`src/logic/uhi_pkg.sv`:
```
// Package: constants and event carrier for the host interrupt status/enable block
package uhi_pkg;

  // Host port command codes
  localparam logic [7:0] CMD_ENABLE_RD = 8'h04;
  localparam logic [7:0] CMD_ENABLE_WR = 8'h84;
  localparam logic [7:0] CMD_STATUS_RD = 8'h03;
  localparam logic [7:0] CMD_STATUS_WR = 8'h83;

  // Flag positions, shared by status and enable; BIT_MASTER (bit 31) is in the enable register only
  localparam int BIT_OVERRUN = 0;
  localparam int BIT_SOF = 2;
  localparam int BIT_RESUME = 3;
  localparam int BIT_UNRECOV = 4;
  localparam int BIT_WRAP = 5;
  localparam int BIT_ROOTHUB = 6;
  localparam int BIT_MASTER = 31;
  localparam int FLAG_COUNT = 7;

  // Implemented bits; everything else reads zero
  localparam logic [31:0] STATUS_MASK = 32'h0000007d;
  localparam logic [31:0] ENABLE_MASK = 32'h8000007d;

  // Values after reset
  localparam logic [31:0] ENABLE_RESET = 32'h00000000;
  localparam logic [31:0] RDATA_RESET = 32'h00000000;

  // Event sources from the frame counter, root hub, scheduler and bus
  typedef struct packed {
    logic rootHubChange; // Pulse: hub or port status content changed
    logic frameMsb;      // Level: bit 15 of the frame counter
    logic sysError;      // Pulse: system error not related to USB
    logic resumeLine;    // Level from the bus pins, asynchronous
    logic swResume;      // Level: software put the bus in resume state
    logic sofStart;      // Pulse: frame start, SOF token issued
    logic schedOverrun;  // Pulse: schedule overran this frame
  } uhi_evt_t;

endpackage : uhi_pkg

```
`src/logic/uhi_irq_ctrl.sv`:
```
// Interrupt status flags, enable mask and interrupt request of the USB host
`timescale 1ns/1ps
module uhi_irq_ctrl (
  input wire logic clk_sys,
  input wire logic sys_rst,
  input wire logic cmdValid,
  input wire logic [7:0] cmdCode,
  input wire logic [31:0] cmdData,
  output logic rdValid,
  output logic [31:0] rdData,
  input wire uhi_pkg::uhi_evt_t events,
  output logic irqReq,
  output logic haltProcessing,
  output logic overrunTallyInc
);
  logic [31:0] enable_r;
  logic [31:0] rdData_r;
  logic rdValid_r;
  logic tallyInc_r;
  logic resSync1_r;
  logic resSync2_r;
  logic resPrev_r;
  logic frameMsbPrev_r;
  logic framePrimed_r;
  logic [uhi_pkg::FLAG_COUNT-1:0] setVec;
  logic [uhi_pkg::FLAG_COUNT-1:0] clrVec;
  logic [uhi_pkg::FLAG_COUNT-1:0] flags;
  logic [31:0] statusWord;
  logic enableWr;
  logic enableRd;
  logic statusWr;
  logic statusRd;
  logic resumeRise;
  logic frameWrap;

  // Command decode on the host port
  assign enableRd = cmdValid && (cmdCode == uhi_pkg::CMD_ENABLE_RD);
  assign enableWr = cmdValid && (cmdCode == uhi_pkg::CMD_ENABLE_WR);
  assign statusRd = cmdValid && (cmdCode == uhi_pkg::CMD_STATUS_RD);
  assign statusWr = cmdValid && (cmdCode == uhi_pkg::CMD_STATUS_WR);

  // Resume line comes from pins, so two flops before any edge logic
  // A line already high at reset release shows up as a fresh rise
  always_ff @(posedge clk_sys) begin
    if (sys_rst) begin
      resSync1_r <= 1'b0;
      resSync2_r <= 1'b0;
      resPrev_r <= 1'b0;
    end else begin
      resSync1_r <= events.resumeLine;
      resSync2_r <= resSync1_r;
      resPrev_r <= resSync2_r;
    end
  end

  // Edge only, and not when software drove the bus into resume
  assign resumeRise = resSync2_r && !resPrev_r && !events.swResume;

  // Frame counter MSB history; first sample only primes the compare
  always_ff @(posedge clk_sys) begin
    if (sys_rst) begin
      frameMsbPrev_r <= 1'b0;
      framePrimed_r <= 1'b0;
    end else begin
      frameMsbPrev_r <= events.frameMsb;
      framePrimed_r <= 1'b1;
    end
  end

  assign frameWrap = framePrimed_r && (events.frameMsb != frameMsbPrev_r);

  // Hardware set sources per flag position
  always_comb begin
    setVec = '0;
    setVec[uhi_pkg::BIT_ROOTHUB] = events.rootHubChange;
    setVec[uhi_pkg::BIT_WRAP] = frameWrap;
    // System errors are not reported by this part, flag stays low
    setVec[uhi_pkg::BIT_UNRECOV] = 1'b0;
    setVec[uhi_pkg::BIT_RESUME] = resumeRise;
    setVec[uhi_pkg::BIT_SOF] = events.sofStart;
    setVec[uhi_pkg::BIT_OVERRUN] = events.schedOverrun;
  end

  // Write-one-to-clear on the status register
  // Bit 4 has no cell, so a one written there lands nowhere
  assign clrVec = statusWr ? cmdData[uhi_pkg::FLAG_COUNT-1:0] : '0;

  // One sticky cell per implemented bit except bit 4; reserved positions and bit 4 tie low
  for (genvar i = 0; i < uhi_pkg::FLAG_COUNT; i++) begin : gFlag
    if (uhi_pkg::STATUS_MASK[i] && (i != uhi_pkg::BIT_UNRECOV)) begin : gCell
      uhi_sticky_flag uFlag (
        .clk_sys(clk_sys),
        .sys_rst(sys_rst),
        .setPulse(setVec[i]),
        .clrPulse(clrVec[i]),
        .flag(flags[i])
      );
    end else begin : gZero
      assign flags[i] = 1'b0;
    end
  end

  assign statusWord = {{(32 - uhi_pkg::FLAG_COUNT){1'b0}}, flags} & uhi_pkg::STATUS_MASK;

  // Enable register: write-one-to-set, no way to clear it from here
  // No disable register or command exists in this block; reset is the only clear
  always_ff @(posedge clk_sys) begin
    if (sys_rst) begin
      enable_r <= uhi_pkg::ENABLE_RESET;
    end else if (enableWr) begin
      enable_r <= enable_r | (cmdData & uhi_pkg::ENABLE_MASK);
    end
  end

  // Read answer one cycle after the command
  always_ff @(posedge clk_sys) begin
    if (sys_rst) begin
      rdData_r <= uhi_pkg::RDATA_RESET;
      rdValid_r <= 1'b0;
    end else begin
      rdValid_r <= enableRd || statusRd;
      if (enableRd) begin
        rdData_r <= enable_r;
      end else if (statusRd) begin
        rdData_r <= statusWord;
      end
    end
  end

  // Overrun tally lives elsewhere; pass it a registered bump
  always_ff @(posedge clk_sys) begin
    if (sys_rst) begin
      tallyInc_r <= 1'b0;
    end else begin
      tallyInc_r <= events.schedOverrun;
    end
  end

  // Request is combinational so it drops the cycle the cause goes
  assign irqReq = enable_r[uhi_pkg::BIT_MASTER] &&
                  (|(flags & enable_r[uhi_pkg::FLAG_COUNT-1:0]));
  assign haltProcessing = flags[uhi_pkg::BIT_UNRECOV];
  assign rdValid = rdValid_r;
  assign rdData = rdData_r;
  assign overrunTallyInc = tallyInc_r;
endmodule : uhi_irq_ctrl

```
`src/logic/uhi_sticky_flag.sv`:
```
// Sticky event flag cell, hardware set wins over software clear
`timescale 1ns/1ps
module uhi_sticky_flag (
  input wire logic clk_sys,
  input wire logic sys_rst,
  input wire logic setPulse,
  input wire logic clrPulse,
  output logic flag
);
  logic flag_r;

  // Set beats clear so an event in the clearing cycle is kept
  always_ff @(posedge clk_sys) begin
    if (sys_rst) begin
      flag_r <= 1'b0;
    end else if (setPulse) begin
      flag_r <= 1'b1;
    end else if (clrPulse) begin
      flag_r <= 1'b0;
    end
  end

  assign flag = flag_r;
endmodule : uhi_sticky_flag

```
`config.mk`:
```
export PLATFORM = sky130hd
export DESIGN_NAME = uhi_irq_ctrl
export DESIGN_NICKNAME = d
export VERILOG_FILES = /design/src/logic/uhi_pkg.sv /design/src/logic/uhi_irq_ctrl.sv /design/src/logic/uhi_sticky_flag.sv
export SDC_FILE = /design/constraint.sdc
export NUM_CORES = 1
export LEC_CHECK = 0
export CORE_UTILIZATION = 45
export CTS_CLUSTER_DIAMETER = 50
export DETAILED_ROUTE_END_ITERATION = 10
export DONT_BUFFER_PORTS = 1
export GPL_TIMING_DRIVEN = 1
export PLACE_DENSITY = 0.64
export SLEW_MARGIN = 10
export SYNTH_ARGS = -nofsm -noshare
export SYNTH_HDL_FRONTEND = slang
export SYNTH_SLANG_ARGS = --single-unit
```
`constraint.sdc`:
```
create_clock -name clk_sys -period 1.7 [get_ports clk_sys]
set_clock_uncertainty 0.2 [all_clocks]
set_input_delay 0.085 -clock clk_sys [delete_from_list [all_inputs] [get_ports clk_sys]]
set_output_delay 0.085 -clock clk_sys [all_outputs]
set_load 0.005 [all_outputs]
```
---- Yosys cells after proc, flatten, opt, wreduce, memory -nomap -nowiden ----
Index checks and enable logic that the tools add are counted.
W data, S select, Z words.
storage, ports and cells
  register bits after elaboration ......... 76
  input bits .............................. 50
cells by class
  reduce and logical (&&, ||, !) cells .... 18
  equality and inequality tests ........... 5
  mux-type cells .......................... 14
  bitwise logic cells ..................... 2
operator list
  operator              count
  $mux W32              2
  $or A32 B32 Y32       1
  $eq A8 B8 Y1 const B  2
  $reduce_bool A2 Y1    6
  $mux W1               11
  $eq A8 B2 Y1 const B  1
  $eq A8 B3 Y1 const B  1
  $logic_and A1 B1 Y1   8
  $and A7 B7 Y7         1
  $mux W7               1
  $reduce_or A7 Y1      1
  $logic_not A1 Y1      2
  $logic_or A1 B1 Y1    1
  $ne A1 B1 Y1          1

---- Logic depth before layout (Yosys ltp) ----
  depth in word-level cells ............... 5
  gate-level depth with buffers ........... 5

---- Hierarchy ----
From an unflattened synthesis, not the netlist that was laid out.
second synthesis, totals
  cell total of the unflattened synthesis .. 139
  area total of the unflattened synthesis .. 1261.2 µm²
by module, submodules not included
  module           sequential area each (µm²)  instances  area each (µm²)  cells each
  uhi_irq_ctrl     420.4                       1          1067.3           119
  uhi_sticky_flag  20.0                        5          38.8             4

---- Least setup slack after synthesis ----
No wires, ideal clock.
  kind .................................... input to register
  from .................................... input port cmdCode[1]
  to ...................................... register rdData_r[0] (netlist: rdData[0])
  setup time .............................. 0.095 ns
  stages on the path ...................... 4
  data required time ...................... 1.405 ns
  arrival ................................. 1.330 ns
  slack ................................... 0.075 ns
  path through ............................ or3b_1 clkbuf_2 a2111o_1 a221oi_1
on the way
  cells in the longest elaborated chain, start to end .. 3
RTL lines
  what                                                   line                                    text
  start: declaration                                     uhi_irq_ctrl.sv:7                       input wire logic [7:0] cmdCode,
  $eq A8 B3 Y1 / $eq A8 B2 Y1 (equally long branches)    uhi_irq_ctrl.sv:37, uhi_irq_ctrl.sv:39
  $logic_and A1 B1 Y1 (on tied branches)                 uhi_irq_ctrl.sv:37, uhi_irq_ctrl.sv:39
  $mux W32 / $reduce_bool A2 Y1 (equally long branches)  --
  end signal: assignment                                 uhi_irq_ctrl.sv:118                     rdData_r <= uhi_pkg::RDATA_RESET;
  end signal: assignment                                 uhi_irq_ctrl.sv:123                     rdData_r <= enable_r;
  end signal: assignment                                 uhi_irq_ctrl.sv:125                     rdData_r <= statusWord;
  end: declaration                                       uhi_irq_ctrl.sv:17                      logic [31:0] rdData_r;
Parallel ways exist; a longest one is shown, timed or not.
A chain may end at the register's enable or synchronous reset.

---- Worst setup path after layout ----
  from .................................... input port cmdCode[7]
  to ...................................... register rdData_r[5] (netlist: rdData[5])
The elaborated chain is that of the path after synthesis.

==> results.txt <==
Clk pwr share: 0.295
Grt ovf: 0
Worst endpoint required time: 1.73 ns
Seq pwr share: 0.603
# IOs: 86
Clk slew on worst S/H paths: 0.14 ns
Crit path arrival time: 1.59 ns
Bufs and invs on worst path: 1
Die width: 54.18 um
Initial Utilization: 0.4856
Critical R2R Launch: enable_r[4]
Failing checks: hold timing
DRC Markers: 0
Max Freq: 0.6412 GHz
Fin util: 0.5739
Largest net degree at the start of global routing: 15
Final period util: 0.9174
Initial antenna violation count: 0
R2R Setup Slk: 0.23 ns
Cell area after layout: 0.001448 mm2
Hold path startpoint: cmdCode[3]
Hold WC Path Type: in2reg
Period minus WS final: 1.560 ns
Max_cap viols: 0
Crit Path Category: in2reg
Antenna diodes: 0
Area post-placement: 0.001179 mm2
Seq/Total Area, Yosys: 0.4249
Worst-Margin Slew: 0.5893 ns
H-Tree Depth: 1
Hold path endpoint: rdData[31]
Placed cells: 158
Leakage: 0.5859 nW
Vias in the first global route: 915
First-pass GRT wire length: 4.326 mm
Vias: 1033
Outcome: complete, but fails checks
Worst slew margin: 0.5970
Final setup viols: 0
Latest clock arrival within the worst-skew pair: 0.33 ns
RSZ-0062 raised after global routing: false
Most used flip-flop cell after synthesis: dfxtp_1
Delay-heaviest family, CP: compound AO/OA/AOI/OAI gates
Comb pwr share: 0.102
Setup Buffers After CTS: 0
Port Buf Inserts: 0
Post-route ant nets: 0
Asr flop ratio synth: 0
Reg2Reg Depth: 3
CTS buffer count: 3
Row count: 18
Crit end category: register
DRT Pass-1 Iters: 4
Internal Dissipation: 0.0008101 W
Fillers: 242
Final hold vios: 8
Chip height: 54.18 um
Area contributors post-synth: dfxtp_1 42%, buf_4 16%, a41oi_1 7.2%
Max Root-Sink Buffers: 2
WL per Instance: 14.62 um
Startpoint types: primary input
Crit path max fanout: 11
Synth warn: 0
DP Worst Slack: -0.02946 ns
Global Route Usage Sum: 0.2127
Core Footprint: 0.002522 mm2
Top-area cell type share of the netlist area: 0.4249
TritonCTS clock tree: done
Crit-path cells: dlygate4sd3_1 -> a2111o_1 -> a221oi_1
GPL Wtd Cong: 0.8006
Nets: 206
Mapped Area: 0.001225 mm2
Synth cell count leaders: 26 x buf_4, 26 x dfxtp_1, 10 x a41oi_1, 9 x inv_1, 8 x nor2_1
Final cell count without fillers: 185
Yosys reg bits: 26
Psw: 0.0002437 W
PnR worst setup slack: 0.1405 ns
Post-synthesis cell type count: 32
Layout cells sized above 1: 0.08387
Worst r2r dst: enable_r[4]
Die area: 0.002935 mm2
Synth Area per Inst: 9.423 um2
Power Density: 727.9 mW/mm2
Hold Path Stages: 2
Syn Inst Count: 130
Crit-path slowest cell: dlygate4sd3_1
Largest stage delay on the critical path: 0.70 ns
DP Wirelength: 1.666 mm
Clk Tree Root Cell: clkbuf_4
DR iter-0 viols: 30
Area Overhead vs Synth: 18.18%
Slew Viols, Final: 0
EDFF count, synth: 0
Vias per cell: 5.584
Worst hold-check slack: -0.2517 ns
Sw Ratio: 0.2312
Clock Sinks: 26
Total wire length: 2.704 mm
Maximum vdd drop: 0.6570 mV
Leading area contributor after synthesis: dfxtp_1
[final cells by class]
| class | count | area, um2 | area share |
|---|---|---|---|
| timing repair buffer | 29 | 277.8 | 0.1919 |
| inverter | 9 | 33.78 | 0.02334 |
| multi-input combinational | 87 | 541.8 | 0.3742 |
| clock buffer | 4 | 36.28 | 0.02506 |
| sequential | 26 | 520.5 | 0.3596 |
| tap | 30 | 37.54 | 0.02593 |
[cell families (layout without fill, tap and decap cells)]
logic type | count (synthesis) | count (layout) | share of synthesized area
AO/OA/AOI/OAI | 32 | 32 | 0.2166
XOR/XNOR | 1 | 1 | 0.007151
buffers and inverters | 42 | 42 | 0.2094
flip-flops | 26 | 26 | 0.4249
other | 1 | 26 | 0.003061
AND/OR/NAND/NOR | 28 | 28 | 0.1389
[power groups by stage]
stage                     clock [W]  sequential (W)  combinational, W
after floorplan                   0        0.000645          0.000105
after global placement            0        0.000647         0.0000629
after detailed placement          0        0.000648         0.0000636
after CTS                  0.000314        0.000634          0.000104
after global routing       0.000344        0.000637          0.000123
final                      0.000311        0.000635          0.000108
[metal layers]
metal	share of wire	vias up	global-route usage
met3	0.084	6	0.08192
met2	0.48	59	0.3171
li1	-	475	-
met4	0.015	0	0.1026
met1	0.42	493	0.2653
met5	0	-	0
[cell usage in the layout (no fill, tap or decap), types with 5 or more instances in the layout]
cell	count
a221oi_1	5
a41oi_1	10
buf_4	6
conb_1	26
dfxtp_1	26
dlygate4sd3_1	22
inv_1	9
nor2_1	8
nor2b_1	5
o22ai_1	5
[worst max path at each step]
stage | slack (ns) | endpoint | cells past startpoint | start
after floorplan | 0.07 | rdData[0] | 4 | cmdCode[1]
after global placement | 0.02 | rdData[5] | 3 | cmdCode[6]
after detailed placement | -0.03 | rdData[0] | 3 | cmdCode[6]
after CTS | 0.007 | gFlag[5].gCell.uFlag.flag | 4 | sys_rst
after global routing | 0.05 | rdData[2] | 3 | cmdCode[7]
final | 0.14 | rdData[5] | 3 | cmdCode[7]
[state kept, by name, indices dropped and copies added, names as in the netlist]
name	cells
rdValid	1
rdData	7
resSync1_r	1
enable_r	7
framePrimed_r	1
resPrev_r	1
frameMsbPrev_r	1
gFlag.gCell.uFlag.flag	5
resSync2_r	1
overrunTallyInc	1
[stage by stage]
step / hold WS, ns / total power (W) / TNS (ns)
floorplan: 0.008879 / 0.0007505 / 0
global placement: -0.04125 / 0.0007104 / 0
detailed placement: -0.03924 / 0.0007114 / -0.06214
CTS: -0.2510 / 0.001052 / 0
global route: -0.2441 / 0.001104 / 0
finish: -0.2517 / 0.001054 / 0
[repair_timing]
item | in CTS | in global routing
endpoints found under the hold margin | 26 | 9
endpoints found under the setup margin | 0 | 1
hold buffers | 22 | 1
gates resized for setup | 0 | 1
Note: power is estimated with default switching activity, not from simulation.
